[src/rtl/rfb_pkg.sv]
// rfb_pkg: register indices, field layout, reset values for the rf bias bank
// assumes byte address = 4 * register index, data in the low byte of the word
`default_nettype none
package rfb_pkg;
  // bus geometry
  localparam int ADDR_W = 12;
  localparam int DATA_W = 32;
  localparam int IDX_W  = 10;
  localparam int IDX_LSB = 2;

  // register indices (byte address is four times these)
  localparam logic [IDX_W-1:0] IDX_BANK      = 10'h0d8;
  localparam logic [IDX_W-1:0] IDX_TUNE      = 10'h0dc;
  localparam logic [IDX_W-1:0] IDX_BIAS      = 10'h0e1;
  localparam logic [IDX_W-1:0] IDX_POWER     = 10'h0e2;
  localparam logic [IDX_W-1:0] IDX_FRONT     = 10'h0ee;
  localparam logic [IDX_W-1:0] IDX_OSC_STAT  = 10'h0f9;
  localparam logic [IDX_W-1:0] IDX_DAC_STAT  = 10'h0fa;
  localparam logic [IDX_W-1:0] IDX_PUMP_STAT = 10'h0fb;
  localparam logic [IDX_W-1:0] IDX_LOOP      = 10'h0fc;

  // field positions
  localparam int BIAS_OSC_LSB  = 4;
  localparam int BIAS_LO_LSB   = 2;
  localparam int BIAS_AMP_LSB  = 0;
  localparam int FE_FOLLOW_BIT = 5;
  localparam int FE_LNA_LSB    = 3;
  localparam int FE_MIXER_BIT  = 2;
  localparam int FE_SIGSTR_BIT = 1;
  localparam int FE_STORE_LSB  = 1;
  localparam int FE_STORE_W    = 5;
  localparam int LOOP_OPEN_BIT = 4;
  localparam int LOOP_DAC_LSB  = 0;
  localparam int TUNE_RX_LSB   = 4;
  localparam int TUNE_TX_LSB   = 0;
  localparam int PWR_HIGH_LSB  = 4;
  localparam int PWR_LOW_LSB   = 0;
  localparam int NIB_W         = 4;
  localparam int PAIR_W        = 2;
  localparam int PUMP_W        = 5;
  localparam int LOOP_W        = 5;

  // reset values
  localparam logic [7:0]        RST_BIAS  = 8'h00;
  localparam logic [FE_STORE_W-1:0] RST_FRONT = 5'h00;
  localparam logic [LOOP_W-1:0] RST_LOOP  = 5'h00;
  localparam logic [7:0]        RST_TUNE  = 8'h00;
  localparam logic [7:0]        RST_POWER = 8'h00;

  // axi responses
  localparam logic [1:0] RESP_OKAY   = 2'h0;
  localparam logic [1:0] RESP_SLVERR = 2'h2;
endpackage
`default_nettype wire

[src/rtl/rfb_reg_if.sv]
// rfb_reg_if: register access strobes between the bus slave and the bank
// assumes one clock; wr_en and rd_en are single-cycle pulses
`default_nettype none
interface rfb_reg_if;
  logic                      wr_en;
  logic [rfb_pkg::IDX_W-1:0] wr_idx;
  logic [7:0]                wr_data;
  logic                      wr_be;
  logic                      wr_ok;
  logic                      rd_en;
  logic [rfb_pkg::IDX_W-1:0] rd_idx;
  logic [7:0]                rd_data;
  logic                      rd_ok;
  modport slv (output wr_en, wr_idx, wr_data, wr_be, rd_en, rd_idx,
               input wr_ok, rd_data, rd_ok);
  modport regs (input wr_en, wr_idx, wr_data, wr_be, rd_en, rd_idx,
                output wr_ok, rd_data, rd_ok);
endinterface
`default_nettype wire

[src/rtl/rfb_top.sv]
// rfb_top: rf bias, front end, matching, power and pll test register bank
// assumes an axi4-lite master on MCLK_I and calibration logic on the same clock
//
// Added by the designer: register access over AXI4-Lite.
`default_nettype none
module rfb_top
  import rfb_pkg::*;
(
  // clock and reset
  input  wire logic                       MCLK_I,
  input  wire logic                       RST_I,
  // axi4-lite write address and data
  input  wire logic [rfb_pkg::ADDR_W-1:0] AWADDR_I,
  input  wire logic                       AWVALID_I,
  output logic                            AWREADY_O,
  input  wire logic [rfb_pkg::DATA_W-1:0] WDATA_I,
  input  wire logic [3:0]                 WSTRB_I,
  input  wire logic                       WVALID_I,
  output logic                            WREADY_O,
  // axi4-lite write response
  output logic [1:0]                      BRESP_O,
  output logic                            BVALID_O,
  input  wire logic                       BREADY_I,
  // axi4-lite read
  input  wire logic [rfb_pkg::ADDR_W-1:0] ARADDR_I,
  input  wire logic                       ARVALID_I,
  output logic                            ARREADY_O,
  output logic [rfb_pkg::DATA_W-1:0]      RDATA_O,
  output logic [1:0]                      RRESP_O,
  output logic                            RVALID_O,
  input  wire logic                       RREADY_I,
  // calibration engine results
  input  wire logic                       CAL_STORE_A_I,
  input  wire logic                       CAL_STORE_B_I,
  input  wire logic [rfb_pkg::NIB_W-1:0]  CAL_OSC_ARRAY_I,
  input  wire logic [rfb_pkg::PUMP_W-1:0] CAL_PUMP_CURRENT_I,
  input  wire logic [rfb_pkg::NIB_W-1:0]  CAL_DAC_I,
  // bias controls
  output logic [rfb_pkg::NIB_W-1:0]       OSC_CORE_BIAS_O,
  output logic [rfb_pkg::PAIR_W-1:0]      LOCAL_OSC_BUFFER_BIAS_O,
  output logic [rfb_pkg::PAIR_W-1:0]      AMP_BUFFER_BIAS_O,
  // front end controls
  output logic                            FOLLOWER_HIGH_CURRENT_O,
  output logic [rfb_pkg::PAIR_W-1:0]      LOW_NOISE_AMP_BIAS_O,
  output logic                            MIXER_TO_SHARED_ANALOG_PIN_O,
  output logic                            SIGNAL_STRENGTH_CONNECT_O,
  // matching and power arrays
  output logic [rfb_pkg::NIB_W-1:0]       RX_MATCH_CAP_O,
  output logic [rfb_pkg::NIB_W-1:0]       TX_MATCH_CAP_O,
  output logic [rfb_pkg::NIB_W-1:0]       HIGH_ARRAY_POWER_O,
  output logic [rfb_pkg::NIB_W-1:0]       LOW_ARRAY_POWER_O,
  // synthesizer applied values
  output logic                            FREQ_BANK_SEL_O,
  output logic                            LOOP_OPEN_O,
  output logic [rfb_pkg::NIB_W-1:0]       CAL_DAC_APPLIED_O,
  output logic [rfb_pkg::NIB_W-1:0]       APPLIED_OSC_ARRAY_O,
  output logic [rfb_pkg::PUMP_W-1:0]      PUMP_CURRENT_APPLIED_O
);
  import rfb_pkg::*;

  typedef struct packed {
    logic [7:0]            bias;
    logic [FE_STORE_W-1:0] front;
    logic [LOOP_W-1:0]     loop;
    logic [7:0]            tune;
    logic [7:0]            power;
    logic                  bank_sel;
  } rfb_top_state_t;

  rfb_top_state_t q, d;
  rfb_reg_if      rif ();

  logic [NIB_W-1:0]  dac_now;
  logic [NIB_W-1:0]  osc_now;
  logic [PUMP_W-1:0] pump_now;

  ////////////////////////////////////////////////////////////////////////////
  rfb_axil_slave i_rfb_axil_slave (
    .clk_i     (MCLK_I),
    .rst_i     (RST_I),
    .awaddr_i  (AWADDR_I),
    .awvalid_i (AWVALID_I),
    .awready_o (AWREADY_O),
    .wdata_i   (WDATA_I),
    .wstrb_i   (WSTRB_I),
    .wvalid_i  (WVALID_I),
    .wready_o  (WREADY_O),
    .bresp_o   (BRESP_O),
    .bvalid_o  (BVALID_O),
    .bready_i  (BREADY_I),
    .araddr_i  (ARADDR_I),
    .arvalid_i (ARVALID_I),
    .arready_o (ARREADY_O),
    .rdata_o   (RDATA_O),
    .rresp_o   (RRESP_O),
    .rvalid_o  (RVALID_O),
    .rready_i  (RREADY_I),
    .rif       (rif.slv)
  );

  rfb_synth_ctl i_rfb_synth_ctl (
    .clk_i       (MCLK_I),
    .rst_i       (RST_I),
    .loop_open_i (q.loop[LOOP_OPEN_BIT]),
    .open_dac_i  (q.loop[LOOP_DAC_LSB +: NIB_W]),
    .bank_sel_i  (q.bank_sel),
    .store_a_i   (CAL_STORE_A_I),
    .store_b_i   (CAL_STORE_B_I),
    .cal_osc_i   (CAL_OSC_ARRAY_I),
    .cal_pump_i  (CAL_PUMP_CURRENT_I),
    .cal_dac_i   (CAL_DAC_I),
    .loop_open_o (LOOP_OPEN_O),
    .dac_o       (dac_now),
    .osc_o       (osc_now),
    .pump_o      (pump_now)
  );

  ////////////////////////////////////////////////////////////////////////////
  // read decode; unmapped indices answer slverr
  always_comb begin
    rif.rd_data = 8'h00;
    rif.rd_ok   = 1'b1;
    case (rif.rd_idx)
      IDX_BIAS:      rif.rd_data = q.bias;
      IDX_FRONT:     rif.rd_data = {2'h0, q.front, 1'h0};
      IDX_TUNE:      rif.rd_data = q.tune;
      IDX_POWER:     rif.rd_data = q.power;
      IDX_BANK:      rif.rd_data = {7'h00, q.bank_sel};
      IDX_LOOP:      rif.rd_data = {3'h0, q.loop};
      IDX_OSC_STAT:  rif.rd_data = {4'h0, osc_now};
      IDX_DAC_STAT:  rif.rd_data = {4'h0, dac_now};
      IDX_PUMP_STAT: rif.rd_data = {3'h0, pump_now};
      default:       rif.rd_ok   = 1'b0;
    endcase
  end

  ////////////////////////////////////////////////////////////////////////////
  // write decode; status writes are accepted and dropped
  always_comb begin
    d         = q;
    rif.wr_ok = 1'b1;
    case (rif.wr_idx)
      IDX_BIAS, IDX_FRONT, IDX_TUNE, IDX_POWER, IDX_BANK, IDX_LOOP,
      IDX_OSC_STAT, IDX_DAC_STAT, IDX_PUMP_STAT: rif.wr_ok = 1'b1;
      default: rif.wr_ok = 1'b0;
    endcase
    if (rif.wr_en && rif.wr_be) begin
      case (rif.wr_idx)
        IDX_BIAS: d.bias = rif.wr_data;
        // reserved bits 7:6 and 0 are not kept
        IDX_FRONT: d.front = rif.wr_data[FE_STORE_LSB +: FE_STORE_W];
        IDX_TUNE: d.tune = rif.wr_data;
        IDX_POWER: d.power = rif.wr_data;
        IDX_BANK: d.bank_sel = rif.wr_data[0];
        // loop open bit and open dac
        IDX_LOOP: d.loop = rif.wr_data[LOOP_W-1:0];
        default: d = q;
      endcase
    end
  end

  always_ff @(posedge MCLK_I or posedge RST_I) begin
    if (RST_I) begin
      q.bias     <= RST_BIAS;
      q.front    <= RST_FRONT;
      q.loop     <= RST_LOOP;
      q.tune     <= RST_TUNE;
      q.power    <= RST_POWER;
      q.bank_sel <= 1'b0;
    end else begin
      q <= d;
    end
  end

  ////////////////////////////////////////////////////////////////////////////
  // register fields to outputs; synthesizer values passed through
  assign OSC_CORE_BIAS_O         = q.bias[BIAS_OSC_LSB +: NIB_W];
  assign LOCAL_OSC_BUFFER_BIAS_O = q.bias[BIAS_LO_LSB +: PAIR_W];
  assign AMP_BUFFER_BIAS_O       = q.bias[BIAS_AMP_LSB +: PAIR_W];
  assign FOLLOWER_HIGH_CURRENT_O = q.front[FE_FOLLOW_BIT - FE_STORE_LSB];
  assign LOW_NOISE_AMP_BIAS_O    = q.front[FE_LNA_LSB - FE_STORE_LSB +: PAIR_W];
  assign MIXER_TO_SHARED_ANALOG_PIN_O = q.front[FE_MIXER_BIT - FE_STORE_LSB];
  assign SIGNAL_STRENGTH_CONNECT_O = q.front[FE_SIGSTR_BIT - FE_STORE_LSB];
  assign RX_MATCH_CAP_O          = q.tune[TUNE_RX_LSB +: NIB_W];
  assign TX_MATCH_CAP_O          = q.tune[TUNE_TX_LSB +: NIB_W];
  assign HIGH_ARRAY_POWER_O      = q.power[PWR_HIGH_LSB +: NIB_W];
  assign LOW_ARRAY_POWER_O       = q.power[PWR_LOW_LSB +: NIB_W];
  assign FREQ_BANK_SEL_O         = q.bank_sel;
  assign CAL_DAC_APPLIED_O       = dac_now;
  assign APPLIED_OSC_ARRAY_O     = osc_now;
  assign PUMP_CURRENT_APPLIED_O  = pump_now;
endmodule
`default_nettype wire

[src/rtl/rfb_axil_slave.sv]
// rfb_axil_slave: axi4-lite slave turning bus transfers into register strobes
// assumes the bank answers rd_data/rd_ok and wr_ok combinationally
`default_nettype none
module rfb_axil_slave
  import rfb_pkg::*;
(
  // clock and reset
  input  wire logic              clk_i,
  input  wire logic              rst_i,
  // write channels
  input  wire logic [ADDR_W-1:0] awaddr_i,
  input  wire logic              awvalid_i,
  output logic                   awready_o,
  input  wire logic [DATA_W-1:0] wdata_i,
  input  wire logic [3:0]        wstrb_i,
  input  wire logic              wvalid_i,
  output logic                   wready_o,
  output logic [1:0]             bresp_o,
  output logic                   bvalid_o,
  input  wire logic              bready_i,
  // read channels
  input  wire logic [ADDR_W-1:0] araddr_i,
  input  wire logic              arvalid_i,
  output logic                   arready_o,
  output logic [DATA_W-1:0]      rdata_o,
  output logic [1:0]             rresp_o,
  output logic                   rvalid_o,
  input  wire logic              rready_i,
  // register side
  rfb_reg_if.slv                 rif
);
  typedef struct packed {
    logic             awready;
    logic             wready;
    logic             bvalid;
    logic [1:0]       bresp;
    logic             arready;
    logic             rvalid;
    logic [7:0]       rdata;
    logic [1:0]       rresp;
    logic             aw_have;
    logic             w_have;
    logic [IDX_W-1:0] awidx;
    logic [7:0]       wdata;
    logic             wbe;
  } rfb_slv_state_t;

  rfb_slv_state_t q, d;
  logic commit;

  always_comb begin
    d           = q;
    commit      = q.aw_have && q.w_have && !q.bvalid;
    rif.wr_en   = commit;
    rif.wr_idx  = q.awidx;
    rif.wr_data = q.wdata;
    rif.wr_be   = q.wbe;
    rif.rd_en   = arvalid_i && q.arready;
    rif.rd_idx  = araddr_i[IDX_LSB +: IDX_W];
    if (awvalid_i && q.awready) begin
      d.aw_have = 1'b1;
      d.awidx   = awaddr_i[IDX_LSB +: IDX_W];
    end
    if (wvalid_i && q.wready) begin
      d.w_have = 1'b1;
      d.wdata  = wdata_i[7:0];
      d.wbe    = wstrb_i[0];
    end
    if (q.bvalid && bready_i) begin
      d.bvalid = 1'b0;
    end
    if (commit) begin
      d.aw_have = 1'b0;
      d.w_have  = 1'b0;
      d.bvalid  = 1'b1;
      d.bresp   = rif.wr_ok ? RESP_OKAY : RESP_SLVERR;
    end
    if (q.rvalid && rready_i) begin
      d.rvalid = 1'b0;
    end
    if (rif.rd_en) begin
      d.rvalid = 1'b1;
      d.rdata  = rif.rd_data;
      d.rresp  = rif.rd_ok ? RESP_OKAY : RESP_SLVERR;
    end
    d.awready = !d.aw_have && !d.bvalid;
    d.wready  = !d.w_have && !d.bvalid;
    d.arready = !d.rvalid;
  end

  always_ff @(posedge clk_i or posedge rst_i) begin
    if (rst_i) begin
      q <= '0;
    end else begin
      q <= d;
    end
  end

  assign awready_o = q.awready;
  assign wready_o  = q.wready;
  assign bvalid_o  = q.bvalid;
  assign bresp_o   = q.bresp;
  assign arready_o = q.arready;
  assign rvalid_o  = q.rvalid;
  assign rdata_o   = {24'h000000, q.rdata};
  assign rresp_o   = q.rresp;
endmodule
`default_nettype wire

[src/rtl/rfb_synth_ctl.sv]
// rfb_synth_ctl: calibration result copies per frequency bank and dac override
// assumes calibration inputs come from logic on the same clock
`default_nettype none
module rfb_synth_ctl
  import rfb_pkg::*;
(
  input  wire logic              clk_i,
  input  wire logic              rst_i,
  // control from the register bank
  input  wire logic              loop_open_i,
  input  wire logic [NIB_W-1:0]  open_dac_i,
  input  wire logic              bank_sel_i,
  // calibration engine
  input  wire logic              store_a_i,
  input  wire logic              store_b_i,
  input  wire logic [NIB_W-1:0]  cal_osc_i,
  input  wire logic [PUMP_W-1:0] cal_pump_i,
  input  wire logic [NIB_W-1:0]  cal_dac_i,
  // applied values
  output logic                   loop_open_o,
  output logic [NIB_W-1:0]       dac_o,
  output logic [NIB_W-1:0]       osc_o,
  output logic [PUMP_W-1:0]      pump_o
);
  typedef struct packed {
    logic [NIB_W-1:0]  osc_a;
    logic [NIB_W-1:0]  osc_b;
    logic [PUMP_W-1:0] pump_a;
    logic [PUMP_W-1:0] pump_b;
    logic              loop_open;
    logic [NIB_W-1:0]  dac;
    logic [NIB_W-1:0]  osc_cur;
    logic [PUMP_W-1:0] pump_cur;
  } rfb_syn_state_t;

  rfb_syn_state_t q, d;

  always_comb begin
    d = q;
    if (store_a_i) begin
      d.osc_a  = cal_osc_i;
      d.pump_a = cal_pump_i;
    end
    if (store_b_i) begin
      d.osc_b  = cal_osc_i;
      d.pump_b = cal_pump_i;
    end
    // selected copy registered: outputs leave a flop, bank switch lags a cycle
    d.osc_cur   = bank_sel_i ? d.osc_b : d.osc_a;
    d.pump_cur  = bank_sel_i ? d.pump_b : d.pump_a;
    d.loop_open = loop_open_i;
    d.dac       = loop_open_i ? open_dac_i : cal_dac_i;
  end

  always_ff @(posedge clk_i or posedge rst_i) begin
    if (rst_i) begin
      q <= '0;
    end else begin
      q <= d;
    end
  end

  assign loop_open_o = q.loop_open;
  assign dac_o       = q.dac;
  assign osc_o       = q.osc_cur;
  assign pump_o      = q.pump_cur;
endmodule
`default_nettype wire

[config.mk]
export PLATFORM = sky130hd
export DESIGN_NAME = rfb_top
export DESIGN_NICKNAME = d
export VERILOG_FILES = /design/src/rtl/rfb_pkg.sv /design/src/rtl/rfb_reg_if.sv /design/src/rtl/rfb_top.sv /design/src/rtl/rfb_axil_slave.sv /design/src/rtl/rfb_synth_ctl.sv
export SDC_FILE = /design/constraint.sdc
export NUM_CORES = 1
export LEC_CHECK = 0
export BUFFER_PORTS_ARGS = -buffer_cell sky130_fd_sc_hd__buf_2
export CAP_MARGIN = 20
export CORE_MARGIN = 8
export CORE_UTILIZATION = 50
export CTS_BUF_LIST = sky130_fd_sc_hd__clkbuf_8 sky130_fd_sc_hd__clkbuf_16
export CTS_CLUSTER_SIZE = 12
export DETAILED_ROUTE_END_ITERATION = 10
export PLACE_DENSITY = 0.8
export SYNTH_ARGS = -nofsm -noshare
export SYNTH_HDL_FRONTEND = slang
export SYNTH_SLANG_ARGS = --single-unit
[constraint.sdc]
create_clock -name MCLK_I -period 3.68 [get_ports MCLK_I]
set_clock_uncertainty 0.15 [all_clocks]
set_input_delay 0.552 -clock MCLK_I [delete_from_list [all_inputs] [get_ports MCLK_I]]
set_output_delay 0.552 -clock MCLK_I [all_outputs]
set_load 0.02 [all_outputs]
==> Word-level counts from Yosys, hierarchy flattened <==
Index checks and enable logic that the tools add are counted.
{ "word_totals": {"regBits": 105, "inputBits": 82, "output_inout_bits": 85, "word_cells": 87} }
{ "classes": {"n_eq_ne": 18, "n_mux": 19, "n_reduce_logical": 23} }
{ "ops": {"columns": ["cell", "count"], "rows": [
  ["== test 10 x 8 -> 1 bit (second input constant)", 18],
  ["case mux 8 bit (9 select lines)", 1],
  ["OR reduction 9 bit", 2],
  ["2-to-1 mux 4 bit", 4],
  ["2-to-1 mux 5 bit", 3],
  ["AND reduction 2 bit", 6],
  ["2-to-1 mux 11 bit", 1],
  ["logical AND 1 bit", 10],
  ["2-to-1 mux 1 bit", 6],
  ["2-to-1 mux 2 bit", 3],
  ["logical NOT 1 bit", 5],
  ["2-to-1 mux 3 bit", 1]
]} }

==> Longest topological paths before layout <==
Gate-level depths: netlist (run 1).
{ "depth": {"depth_word": 7, "depth_mapped": 6, "ltp_nobuf": 4} }

==> By module <==
Synthesis (run 1) repeated with hierarchy kept, for this count alone.
{ "hier_totals": {"cells_unflattened": 441, "hier_area_um2": 5418.9} }
{ "by_module_without_submodules": {"columns": ["module", "n_inst", "cells_each", "area_per_inst_um2", "seq_area_each_um2"], "rows": [
  ["rfb_top", 1, 201, 2209.6, 875.8],
  ["rfb_axil_slave", 1, 150, 1830.5, 900.9],
  ["rfb_synth_ctl", 1, 90, 1378.8, 800.8]
]} }

==> Least setup slack after synthesis (run 1) <==
OpenSTA, ideal clock, no wires.
{ "synth_path": {"path_kind": "flip-flop to flip-flop", "startpoint": "register i_rfb_axil_slave.q (netlist bit i_rfb_axil_slave.bvalid_o)", "endpoint": "register q (netlist bit AMP_BUFFER_BIAS_O[0])", "setup_ns": 0.125, "t_arrival_ns": 1.812, "t_required_ns": 3.405, "slack_ns": 1.593, "path_stages_with_launch": 7, "n_path_buf": 2, "period_less_slack_ns": 2.087, "cell_sequence": "dfrtp_1 and3b_1 buf_6 nand3_2 or4_4 buf_6 mux2_4"} }
{ "synth_between": {"elab_chain_len": 4} }
{ "synth_rtl": {"columns": ["element", "line_no", "text"], "rows": [
  ["from (decl)", "rfb_axil_slave.sv:48", "rfb_slv_state_t q, d;"],
  ["from (signal assigned)", "rfb_axil_slave.sv:93", "q <= '0;"],
  ["from (signal assigned)", "rfb_axil_slave.sv:95", "q <= d;"],
  ["logical NOT 1 bit", "rfb_axil_slave.sv:53", "commit = q.aw_have && q.w_have && !q.bvalid;"],
  ["logical AND 1 bit", "rfb_axil_slave.sv:53", null],
  ["logical AND 1 bit", "rfb_top.sv:147", "if (rif.wr_en && rif.wr_be) begin"],
  ["AND reduction 2 bit (no line)", null, null],
  ["to (decl)", "rfb_top.sv:70", "rfb_top_state_t q, d;"]
]} }
No other way between the ends.
A chain may end at the register's enable or synchronous reset.

==> Worst setup path after layout (run 1) <==
{ "layout_path": {"startpoint": "register i_rfb_axil_slave.q (netlist bit i_rfb_axil_slave.bvalid_o)", "endpoint": "register q (netlist bit LOW_ARRAY_POWER_O[1])"} }
Same word-level chain as after synthesis.

==> results.yml, run 1 <==
run_status:
  status: "complete, no violations"
place:
  hpwlAfterDp_mm: 8.818
  port_buffers: 109
  gp_congestion: 0.9175
  place_ws_ns: 1.287
cells_and_area:
  drive_gt1_share_pct: 48.09
  nNetsFinal: 549
  fillers: 787
  area.growth.synth_to_final_pct: 11.67
  antennaDiodeCount: 0
  post-route-util_pct: 56.88
clocking:
  numCtsBuffers: 9
  clockBufferDepth: 2
  clk_latency_ns: 0.37
  cts_resized: 0
  cts.clk_slew.worst_paths_ns: 0.12
  h-tree-depth: 3
  clockRootBuffer: "clkbuf_8"
  cts_tree: "built"
  cts_setup_buffers: 0
  clock-sinks: 103
  cts_hold_buf: 0
yosys:
  async_reset_ff_share_pct: 100.0
  syn_inst: 382
  muxShareOfSynthArea_pct: 22.07
  synth_seq_cells: 103
  ys_seq_area_share_pct: 52.50
  synth_compound_area_share_pct: 6.677
  yosys_warnings: 0
  synth_top_area_share_pct: 52.50
  synth-edff-count: 0
  yosys.area_share.adder_pct: 0
  syn-cell-area_mm2: 0.004910
  yosysTopAreaCell: "dfrtp_1"
  synthTopCellsByArea: "dfrtp_1 52%, mux2_2 19%, buf_4 7.5%"
  synth_top_family_by_area: "multiplexers"
  syn_area_per_cell_um2: 12.85
  synth_ff_type: "dfrtp_1"
  synth_simple_gate_area_share_pct: 8.869
  yosysUniqueCellTypes: 51
  synth-xor-area-share_pct: 0.5352
timing:
  tightest_slew_ns: 0.6886
  setup_viol: 0
  post-route-period-util_pct: 62.17
  period_minus_slack_ns: 2.288
  fin_setup_tns_ns: 0
  drv_slew: 0
  hold_slack_ns: 0.1017
  final_hold_viol_count: 0
  setup_ws_ns: 1.392
  rsz0062_at_grt: "false"
  fmax_mhz: 437.1
  relSlewSlack_pct: 53.44
global_routing:
  overflow: 0
  grt_pass1_wl_mm: 17.53
  grt_pass1_vias: 3274
  grt_start_max_net_pins: 50
  grt_use_total_pct: 17.17
  antenna_found_initial: 0
detailed_routing:
  drt_iter0_markers: 129
  route.met2.wl_mm: 5.553
  top_layer_used: "met4"
  vias: 3145
  routedWlPerCell_um: 18.57
  vias_per_cell: 5.198
  wirelength_mm: 11.24
  drt-pass1-iter-count: 4
  wl_met3_um: 947
  antenna_left: 0
  routedLengthMet1_mm: 4.595
  drc: 0
setup_path:
  critical_path_arrival_ns: 2.39
  startpoint_type: "flip-flop"
  crit_path_end_kind: "flip-flop"
  critical_path_class: "flip-flop to flip-flop"
  worstPathRequired_ns: 3.78
  reg2reg_depth: 4
  worstPathMaxFanout: 8
min_path:
  hold_class: "primary input to asynchronous set/reset pin"
floorplan:
  die_h_um: 115.1
  die_area_mm2: 0.01325
  start_util_pct: 50.93
  fp-row-count: 36
  pin_count: 167
  core_area_mm2: 0.009639
  dieWidth_um: 115.1
pwr:
  peakVddDrop_mv: 0.3697
  power_mw: 2.846
  cellPowerDensity_mw_per_mm2: 519.1
  p_leak_nw: 2.683
flow_run:
  cap_violations: 0
==> cells by family after synthesis <==
logic type / count (synthesis)
other: 1
AND/OR/NAND/NOR: 67
buffers and inverters: 67
XOR/XNOR: 3
AO/OA/AOI/OAI: 47
flip-flops: 103
multiplexers: 94
==> through the flow <==
stage / std cells / area [um2]
after floorplan: 407 / 5004
after global placement: 589 / 5296
after detailed placement: 589 / 5296
after CTS: 605 / 5483
after global routing: 605 / 5483
final: 605 / 5483
==> cell type report <==
type | count | area (um2) | area share [%]
Sequential cell | 103 | 2577 | 47.01
Multi-Input combinational cell | 237 | 1971 | 35.94
Timing Repair Buffer | 111 | 560.5 | 10.22
Tap cell | 133 | 166.4 | 3.035
Clock buffer | 9 | 123.9 | 2.259
Clock inverter | 7 | 62.56 | 1.141
Inverter | 5 | 21.27 | 0.3880
==> critical path, cell delays in order, from the launching register on <==
cell and delay [ns]:
dfrtp_1 0.42, and3b_1 0.38, nand4_1 0.21, nor4_4 0.61, mux2_2 0.41
==> registers in the layout (all words and copies together) (netlist names), 4 cells and up <==
signal / flops
OSC_CORE_BIAS_O: 4
RX_MATCH_CAP_O: 4
q: 5
i_rfb_axil_slave.rif.wr_data: 8
LOW_ARRAY_POWER_O: 4
TX_MATCH_CAP_O: 4
i_rfb_synth_ctl.dac_o: 4
i_rfb_axil_slave.rif.wr_idx: 10
i_rfb_synth_ctl.pump_o: 5
i_rfb_axil_slave.rdata_o: 8
i_rfb_synth_ctl.q: 18
HIGH_ARRAY_POWER_O: 4
i_rfb_synth_ctl.osc_o: 4
==> placed cells by master (no fill, tap or decap), types with 3 or more instances in the layout <==
| master | n |
|---|---|
| a21oi_1 | 12 |
| a22o_1 | 7 |
| a2bb2oi_1 | 3 |
| a31oi_1 | 4 |
| a32oi_1 | 3 |
| buf_2 | 109 |
| clkbuf_8 | 9 |
| clkinv_4 | 3 |
| conb_1 | 26 |
| dfrtp_1 | 103 |
| inv_1 | 4 |
| mux2_2 | 82 |
| mux2_4 | 8 |
| mux2i_1 | 4 |
| nand2_1 | 9 |
| nand2b_1 | 6 |
| nand3_1 | 3 |
| nand4_1 | 3 |
| nor2_1 | 16 |
| nor2b_1 | 4 |
| nor3_1 | 3 |
| o21ai_0 | 5 |
| xnor2_1 | 3 |
==> cell usage after synthesis, types with 5 or more instances <==
master    instances
buf_4            49
a21oi_1          12
o21ai_0           5
nand2_1           9
dfrtp_1         103
mux2_4            8
nand2b_1          6
a22o_1            7
mux2_2           82
nor2_1           16
inv_1             5
clkbuf_1          6
==> metal layers <==
metal  GRT usage [%]  vias to the layer above
met3           5.042                       12
met2           28.41                      124
met4           4.729                        0
li1                -                     1473
met1           21.38                     1536
met5               0                        -
==> final timing paths <==
| path | start | end | slack [ns] |
|---|---|---|---|
| hold / removal | RST_I | i_rfb_synth_ctl.osc_o[0] | 0.10 |
| hold reg to reg | i_rfb_axil_slave.rresp_o[1] | i_rfb_axil_slave.rresp_o[1] | 0.33 |
| setup / recovery | i_rfb_axil_slave.bvalid_o | LOW_ARRAY_POWER_O[1] | 1.39 |
| min in group MCLK_I | AWVALID_I | i_rfb_axil_slave.awready_o | 0.23 |
| max in group asynchronous | RST_I | i_rfb_axil_slave.rdata_o[5] | 2.47 |
| setup reg to reg | i_rfb_axil_slave.bvalid_o | LOW_ARRAY_POWER_O[1] | 1.39 |
==> report_power, final <==
group	switching (mW)	leakage [nW]	internal (mW)
clock	0.416	0.0976	0.261
sequential	0.202	1.29	1.33
combinational	0.335	1.29	0.300
Power figures use the tool's default switching activity.
==> inputs of run 2 (changes only) <==
Settings changed: ABC_AREA set to 1, CORE_UTILIZATION 50 to 46, PLACE_DENSITY 0.8 to 0.77.
Clock period 3.68 ns to 2.1 ns, I/O delays scaled along.
==> run 2 against run 1 <==
Die area grew 10%. Critical path depth grew 1. Wire length grew 11%. Final area grew 6.8%. Clock-buffer cell count grew 2. Sequential share of layout area shrank 3.0 points. Critical path type unchanged. Critical endpoint is now AMP_BUFFER_BIAS_O[0].
==> results.yml, run 2 <==
clocking:
  h-tree-depth: 3
  clk_latency_ns: 0.37
  clockBufferDepth: 2
  numCtsBuffers: 9
  clock-sinks: 103
  cts.clk_slew.worst_paths_ns: 0.10
  clockRootBuffer: "clkbuf_8"
  cts_resized: 0
  cts_tree: "built"
pwr:
  peakVddDrop_mv: 0.6592
  p_leak_nw: 3.091
  power_mw: 4.971
  switching_share_pct: 32.94
  clockPowerShare_pct: 28.3
  p_int_mw: 3.334
  pwr-share-comb_pct: 22.2
  power.switching_mw: 1.637
  cellPowerDensity_mw_per_mm2: 848.9
  p_seq_share_pct: 49.5
yosys:
  syn-cell-area_mm2: 0.005064
  synth_ff_type: "dfrtp_1"
  synth_common_cells: "172 x nand2_1, 103 x dfrtp_1, 61 x inv_1, 52 x buf_4, 52 x o21ai_0"
  synth-edff-count: 0
  synth.most_common_cell: "nand2_1"
  yosysUniqueCellTypes: 31
  syn_area_per_cell_um2: 8.411
  synth_top_area_share_pct: 50.90
  synth_seq_cells: 103
  syn_inst: 602
  synthTopCellsByArea: "dfrtp_1 51%, nand2_1 13%, buf_4 7.7%"
  yosys_warnings: 0
  yosysTopAreaCell: "dfrtp_1"
  ys_seq_area_share_pct: 50.90
  async_reset_ff_share_pct: 100.0
floorplan:
  start_util_pct: 46.92
  die_h_um: 120.9
  core_area_mm2: 0.01079
  fp-row-count: 38
  die_area_mm2: 0.01462
  pin_count: 167
  dieWidth_um: 120.9
detailed_routing:
  vias_per_cell: 4.841
  vias: 4105
  routedWlPerCell_um: 14.75
  wirelength_mm: 12.51
  antenna_left: 0
  drt-pass1-iter-count: 4
  drc: 0
  drt_iter0_markers: 243
cells_and_area:
  area.growth.synth_to_final_pct: 15.64
  drive_gt1_share_pct: 25.14
  design_area_mm2: 0.005856
  nNetsFinal: 785
  most-common-layout-cells: "172 x nand2_1, 109 x buf_2, 103 x dfrtp_1"
  fillers: 996
  antennaDiodeCount: 0
  top_register: "i_rfb_synth_ctl.q"
  layout_commonest_cell: "nand2_1"
  largest_register_ffs: 18
global_routing:
  grt_pass1_vias: 4270
  overflow: 0
  grt_start_max_net_pins: 47
  grt_use_total_pct: 17.44
  antenna_found_initial: 0
  grt_pass1_wl_mm: 20.50
setup_path:
  crit_path_end_kind: "flip-flop"
  critical_path_arrival_ns: 1.84
  path_cells: "nor3_2, nor3b_2, nand2_2, nand2_1, o21ai_2"
  worstPathRequired_ns: 2.20
  worstPathMaxFanout: 16
  cpPeakStageDelay_ns: 0.47
  slowest_stage: "dfrtp_1"
  critical_path_class: "flip-flop to flip-flop"
  startpoint_type: "flip-flop"
timing:
  fin_setup_tns_ns: 0
  drv_slew: 0
  setup_viol: 0
  rsz0062_at_grt: "false"
  period_minus_slack_ns: 1.742
  fmax_mhz: 574.2
  final_hold_viol_count: 0
  post-route-period-util_pct: 82.93
place:
  hpwlAfterDp_mm: 9.555
  port_buffers: 109
  gp_congestion: 0.8893
  dpl-instance-area_mm2: 0.005514
run_status:
  status: "complete, no violations"
flow_run:
  cap_violations: 0
min_path:
  hold_class: "primary input to flip-flop"
[run 2: cell types whose count changed in the layout (fill, tap and decap cells not counted), sizes merged, moves of 17 or more]
cell,delta
nand2,+167
mux2,-86
o21ai,+66
inv,+57
nor2,+36
nand3,+17
[run 2: timing repair]
action	CTS	global route
hold buffers	11	0
hold endpoints to repair	27	0
setup buffers	0	0
[run 2: cell type report]
type | count | area [um2] | share of cell area [%]
Clock buffer | 11 | 151.4 | 2.585
Clock inverter | 5 | 80.08 | 1.368
Inverter | 65 | 247.7 | 4.231
Multi-Input combinational cell | 395 | 1876 | 32.03
Sequential cell | 103 | 2577 | 44.02
Tap cell | 140 | 175.2 | 2.991
Timing Repair Buffer | 129 | 748.2 | 12.78
[run 2: final timing paths]
| path | start | end | slack, ns | cells after the start |
|---|---|---|---|---|
| max in group asynchronous | RST_I | i_rfb_synth_ctl.dac_o[2] | 0.89 | 4 |
| setup / recovery | i_rfb_axil_slave.rif.wr_idx[4] | AMP_BUFFER_BIAS_O[0] | 0.36 | 5 |
| min in group asynchronous | RST_I | i_rfb_axil_slave.rif.wr_idx[3] | 0.34 | 3 |
| hold reg to reg | i_rfb_axil_slave.rvalid_o | i_rfb_axil_slave.arready_o | 0.31 | 1 |
| hold / removal | AWADDR_I[2] | i_rfb_axil_slave.rif.wr_idx[0] | 0.004 | 3 |
| setup reg to reg | i_rfb_axil_slave.rif.wr_idx[4] | AMP_BUFFER_BIAS_O[0] | 0.36 | 5 |
[run 2: worst max-delay path, delay by kind of cell, from the launching register on]
kind	cells	cell delay, ns
AND/OR/NAND/NOR	4	0.94
flip-flops	1	0.47
AO/OA/AOI/OAI	1	0.06
[run 2: power by group through the flow]
stage	Clock, mW	Sequential [mW]	Combinational, mW
after floorplan	0	2.51	0.805
after global placement	0	2.48	1.05
after detailed placement	0	2.50	1.09
after CTS	1.43	2.46	1.12
after global routing	1.52	2.50	1.25
final	1.41	2.46	1.10
[run 2: per-layer routing]
layer	vias to the layer above	track usage [%]	share of wire, %
met2	138	29.08	48
li1	2039	-	-
met4	0	5.464	1.5
met5	-	0	0
met3	18	5.584	8.8
met1	1910	21.01	41
[run 2: cell families after synthesis]
family	synth area share, %
muxes	0.8895
and+or+nand+nor	23.94
other	0.07406
AOI/OAI and AO/OA	10.28
buffers and inverters	13.91
DFF	50.90
[run 2: through the flow]
| stage | setup WS [ns] | utilization [%] | cells | hold WS (ns) |
|---|---|---|---|---|
| after detailed placement | 0.3083 | 51.09 | 821 | 0.2054 |
| after global routing | 0.1745 | 54.25 | 848 | 0.009086 |
| after CTS | 0.3512 | 54.25 | 848 | 0.002891 |
| after floorplan | 0.4034 | - | 627 | 0.2746 |
| after global placement | 0.3626 | 51.09 | 821 | 0.1981 |
| final | 0.3585 | 54.25 | 848 | 0.003989 |
==> inputs of run 3 (changes only) <==
Settings changed: ABC_AREA 1 to 0.
Clock period 2.1 ns to 1.52 ns, I/O delays scaled along.
==> run 3 against run 2 <==
The flow now finishes with violations (setup timing). Global-route usage increased by 1.1 points. Non-clock buffer count rose by 68. Via count fell by 12%. First-iteration DRC count down 42%. Sequential power increased by 49%. Final area increased by 10%. Critical path depth shrank 1. Combinational power increased by 110%. Fmax shrank 11%. Hold slack gained 0.074 ns. Sequential share of layout area shrank 4.0 points. Clock power increased by 43%. Critical path type unchanged. Largest power group unchanged.
==> results.yml, run 3 (synthesis gave the netlist of run 1 again) <==
run_status:
  status: "complete, but fails checks"
  violations: "setup timing"
global_routing:
  antenna_found_initial: 0
  grt_use_total_pct: 18.54
  grt_pass1_wl_mm: 20.97
  grt_start_max_net_pins: 78
  overflow: 0
  grt_pass1_vias: 3973
setup_path:
  cp-startpoint: "i_rfb_axil_slave.bvalid_o"
  crit_path_end_kind: "flip-flop"
  r2r_end: "AMP_BUFFER_BIAS_O[0]"
  worstPathMaxFanout: 8
  ff2ff_setup_slack_ns: -0.44
  critical_path_class: "flip-flop to flip-flop"
  r2r-start: "i_rfb_axil_slave.bvalid_o"
  slowest_stage: "or4_4"
  startpoint_type: "flip-flop"
  reg2reg_depth: 4
  worstPathRequired_ns: 1.63
  critical_path_arrival_ns: 2.07
  cpPeakStageDelay_ns: 0.60
  path_cells: "and3b_2, nand3_2, or4_4, mux2_4"
timing:
  post-route-period-util_pct: 128.7
  fmax_mhz: 511.3
  drv_slew: 0
  setup_ws_ns: -0.4357
  period_minus_slack_ns: 1.956
  fin_setup_tns_ns: -12.54
  setup_viol: 37
  rsz0062_at_grt: "true"
  final_hold_viol_count: 0
floorplan:
  core_area_mm2: 0.01032
  start_util_pct: 47.56
  pin_count: 167
  dieWidth_um: 119.3
  die_area_mm2: 0.01423
  die_h_um: 119.3
  fp-row-count: 37
cells_and_area:
  post-route-util_pct: 62.54
  most-common-layout-cells: "108 x buf_2, 100 x dfrtp_1, 71 x mux2_2"
  area.growth.synth_to_final_pct: 31.50
  seq_area_mm2: 0.002581
  top_register: "i_rfb_synth_ctl.q"
  drive_gt1_share_pct: 52.78
  multi_input_area_mm2: 0.002110
  antennaDiodeCount: 0
  nNetsFinal: 635
  layout_commonest_cell: "buf_2"
  largest_register_ffs: 18
  fillers: 774
pwr:
  p_leak_nw: 3.183
  cellPowerDensity_mw_per_mm2: 1234
  peakVddDrop_mv: 1.009
detailed_routing:
  vias: 3595
  drc: 0
  drt-pass1-iter-count: 4
  drt_iter0_markers: 141
  vias_per_cell: 5.188
  wirelength_mm: 13.16
  routedWlPerCell_um: 18.99
  antenna_left: 0
clocking:
  clockBufferDepth: 2
  clockRootBuffer: "clkbuf_8"
  cts_tree: "built"
  numCtsBuffers: 9
  clock-sinks: 103
  h-tree-depth: 3
  cts.clk_slew.worst_paths_ns: 0.09
  clk_latency_ns: 0.37
min_path:
  hold_depth: 3
  hold_path_end: "i_rfb_axil_slave.wready_o"
  hold_class: "primary input to flip-flop"
  hp-start: "BREADY_I"
place:
  port_buffers: 109
  hpwlAfterDp_mm: 9.534
  gp_congestion: 0.9041
flow_run:
  cap_violations: 0
run 3: cell types whose count changed in the layout (fill, tap and decap cells not counted), moves of 20 or more:
cell / previous run / this run
nand2_1: 172 / 7
mux2_2: 4 / 71
inv_1: 61 / 4
o21ai_0: 52 / 4
buf_4: 7 / 47
nor2_1: 42 / 15
dlygate4sd3_1: 11 / 36
nand3_1: 21 / 1
run 3: report_power, final:
group / total, mW / switching [mW] / internal, mW
logic: 2.28 / 1.09 / 1.18
clock network: 2.02 / 0.943 / 1.08
registers: 3.67 / 0.431 / 3.23
run 3: worst max-delay path: cells and delay by family (launching register included):
kind,cells,cell delay (ns)
multiplexers,1,0.33
flip-flops,1,0.41
AND/OR/NAND/NOR,3,0.96
run 3: how the worst max path moves through the flow:
stage / to / slack (ns) / cells after the start
final: AMP_BUFFER_BIAS_O[0] / -0.44 / 4
after global routing: FREQ_BANK_SEL_O / -0.48 / 6
after CTS: OSC_CORE_BIAS_O[2] / -0.42 / 4
after detailed placement: OSC_CORE_BIAS_O[1] / -0.44 / 4
after global placement: OSC_CORE_BIAS_O[0] / -0.41 / 4
after floorplan: AMP_BUFFER_BIAS_O[0] / -0.45 / 6
run 3: timing repair:
action                                  in CTS  in global routing
endpoints found under the setup margin      38                 50
pin swaps                                    6                  4
resized for setup                           14                 10
hold endpoints to repair                   148                  0
buffers inserted                             3                  4
hold buffers                                36                  0
run 3: routing by layer:
metal	wire length, um	up-vias	GRT usage [%]
li1	-	1639	-
met1	5162	1805	20.84
met2	6736	132	32.00
met3	1038	19	6.849
met4	222	0	6.011
met5	0	-	0
run 3: cell type report:
class	instances	area share (%)
inverter	5	0.3488
sequential	103	39.98
clock buffer	9	1.919
tap	136	2.636
multi-input combinational	237	32.67
timing repair buffer	197	20.74
clock inverter	6	1.705
run 3: through the flow:
stage                     instance area (um2)  hold slack, ns  total power, mW  setup WS [ns]  std cells
after floorplan                          5092          0.1743            5.065        -0.4537        407
after global placement                   5734          0.2184            5.709        -0.4085        636
after detailed placement                 5734          0.2284            5.805        -0.4388        636
after CTS                                6404         0.06246            7.944        -0.4184        690
after global routing                     6456          0.1129            8.352        -0.4765        693
final                                    6456         0.07837            7.966        -0.4357        693
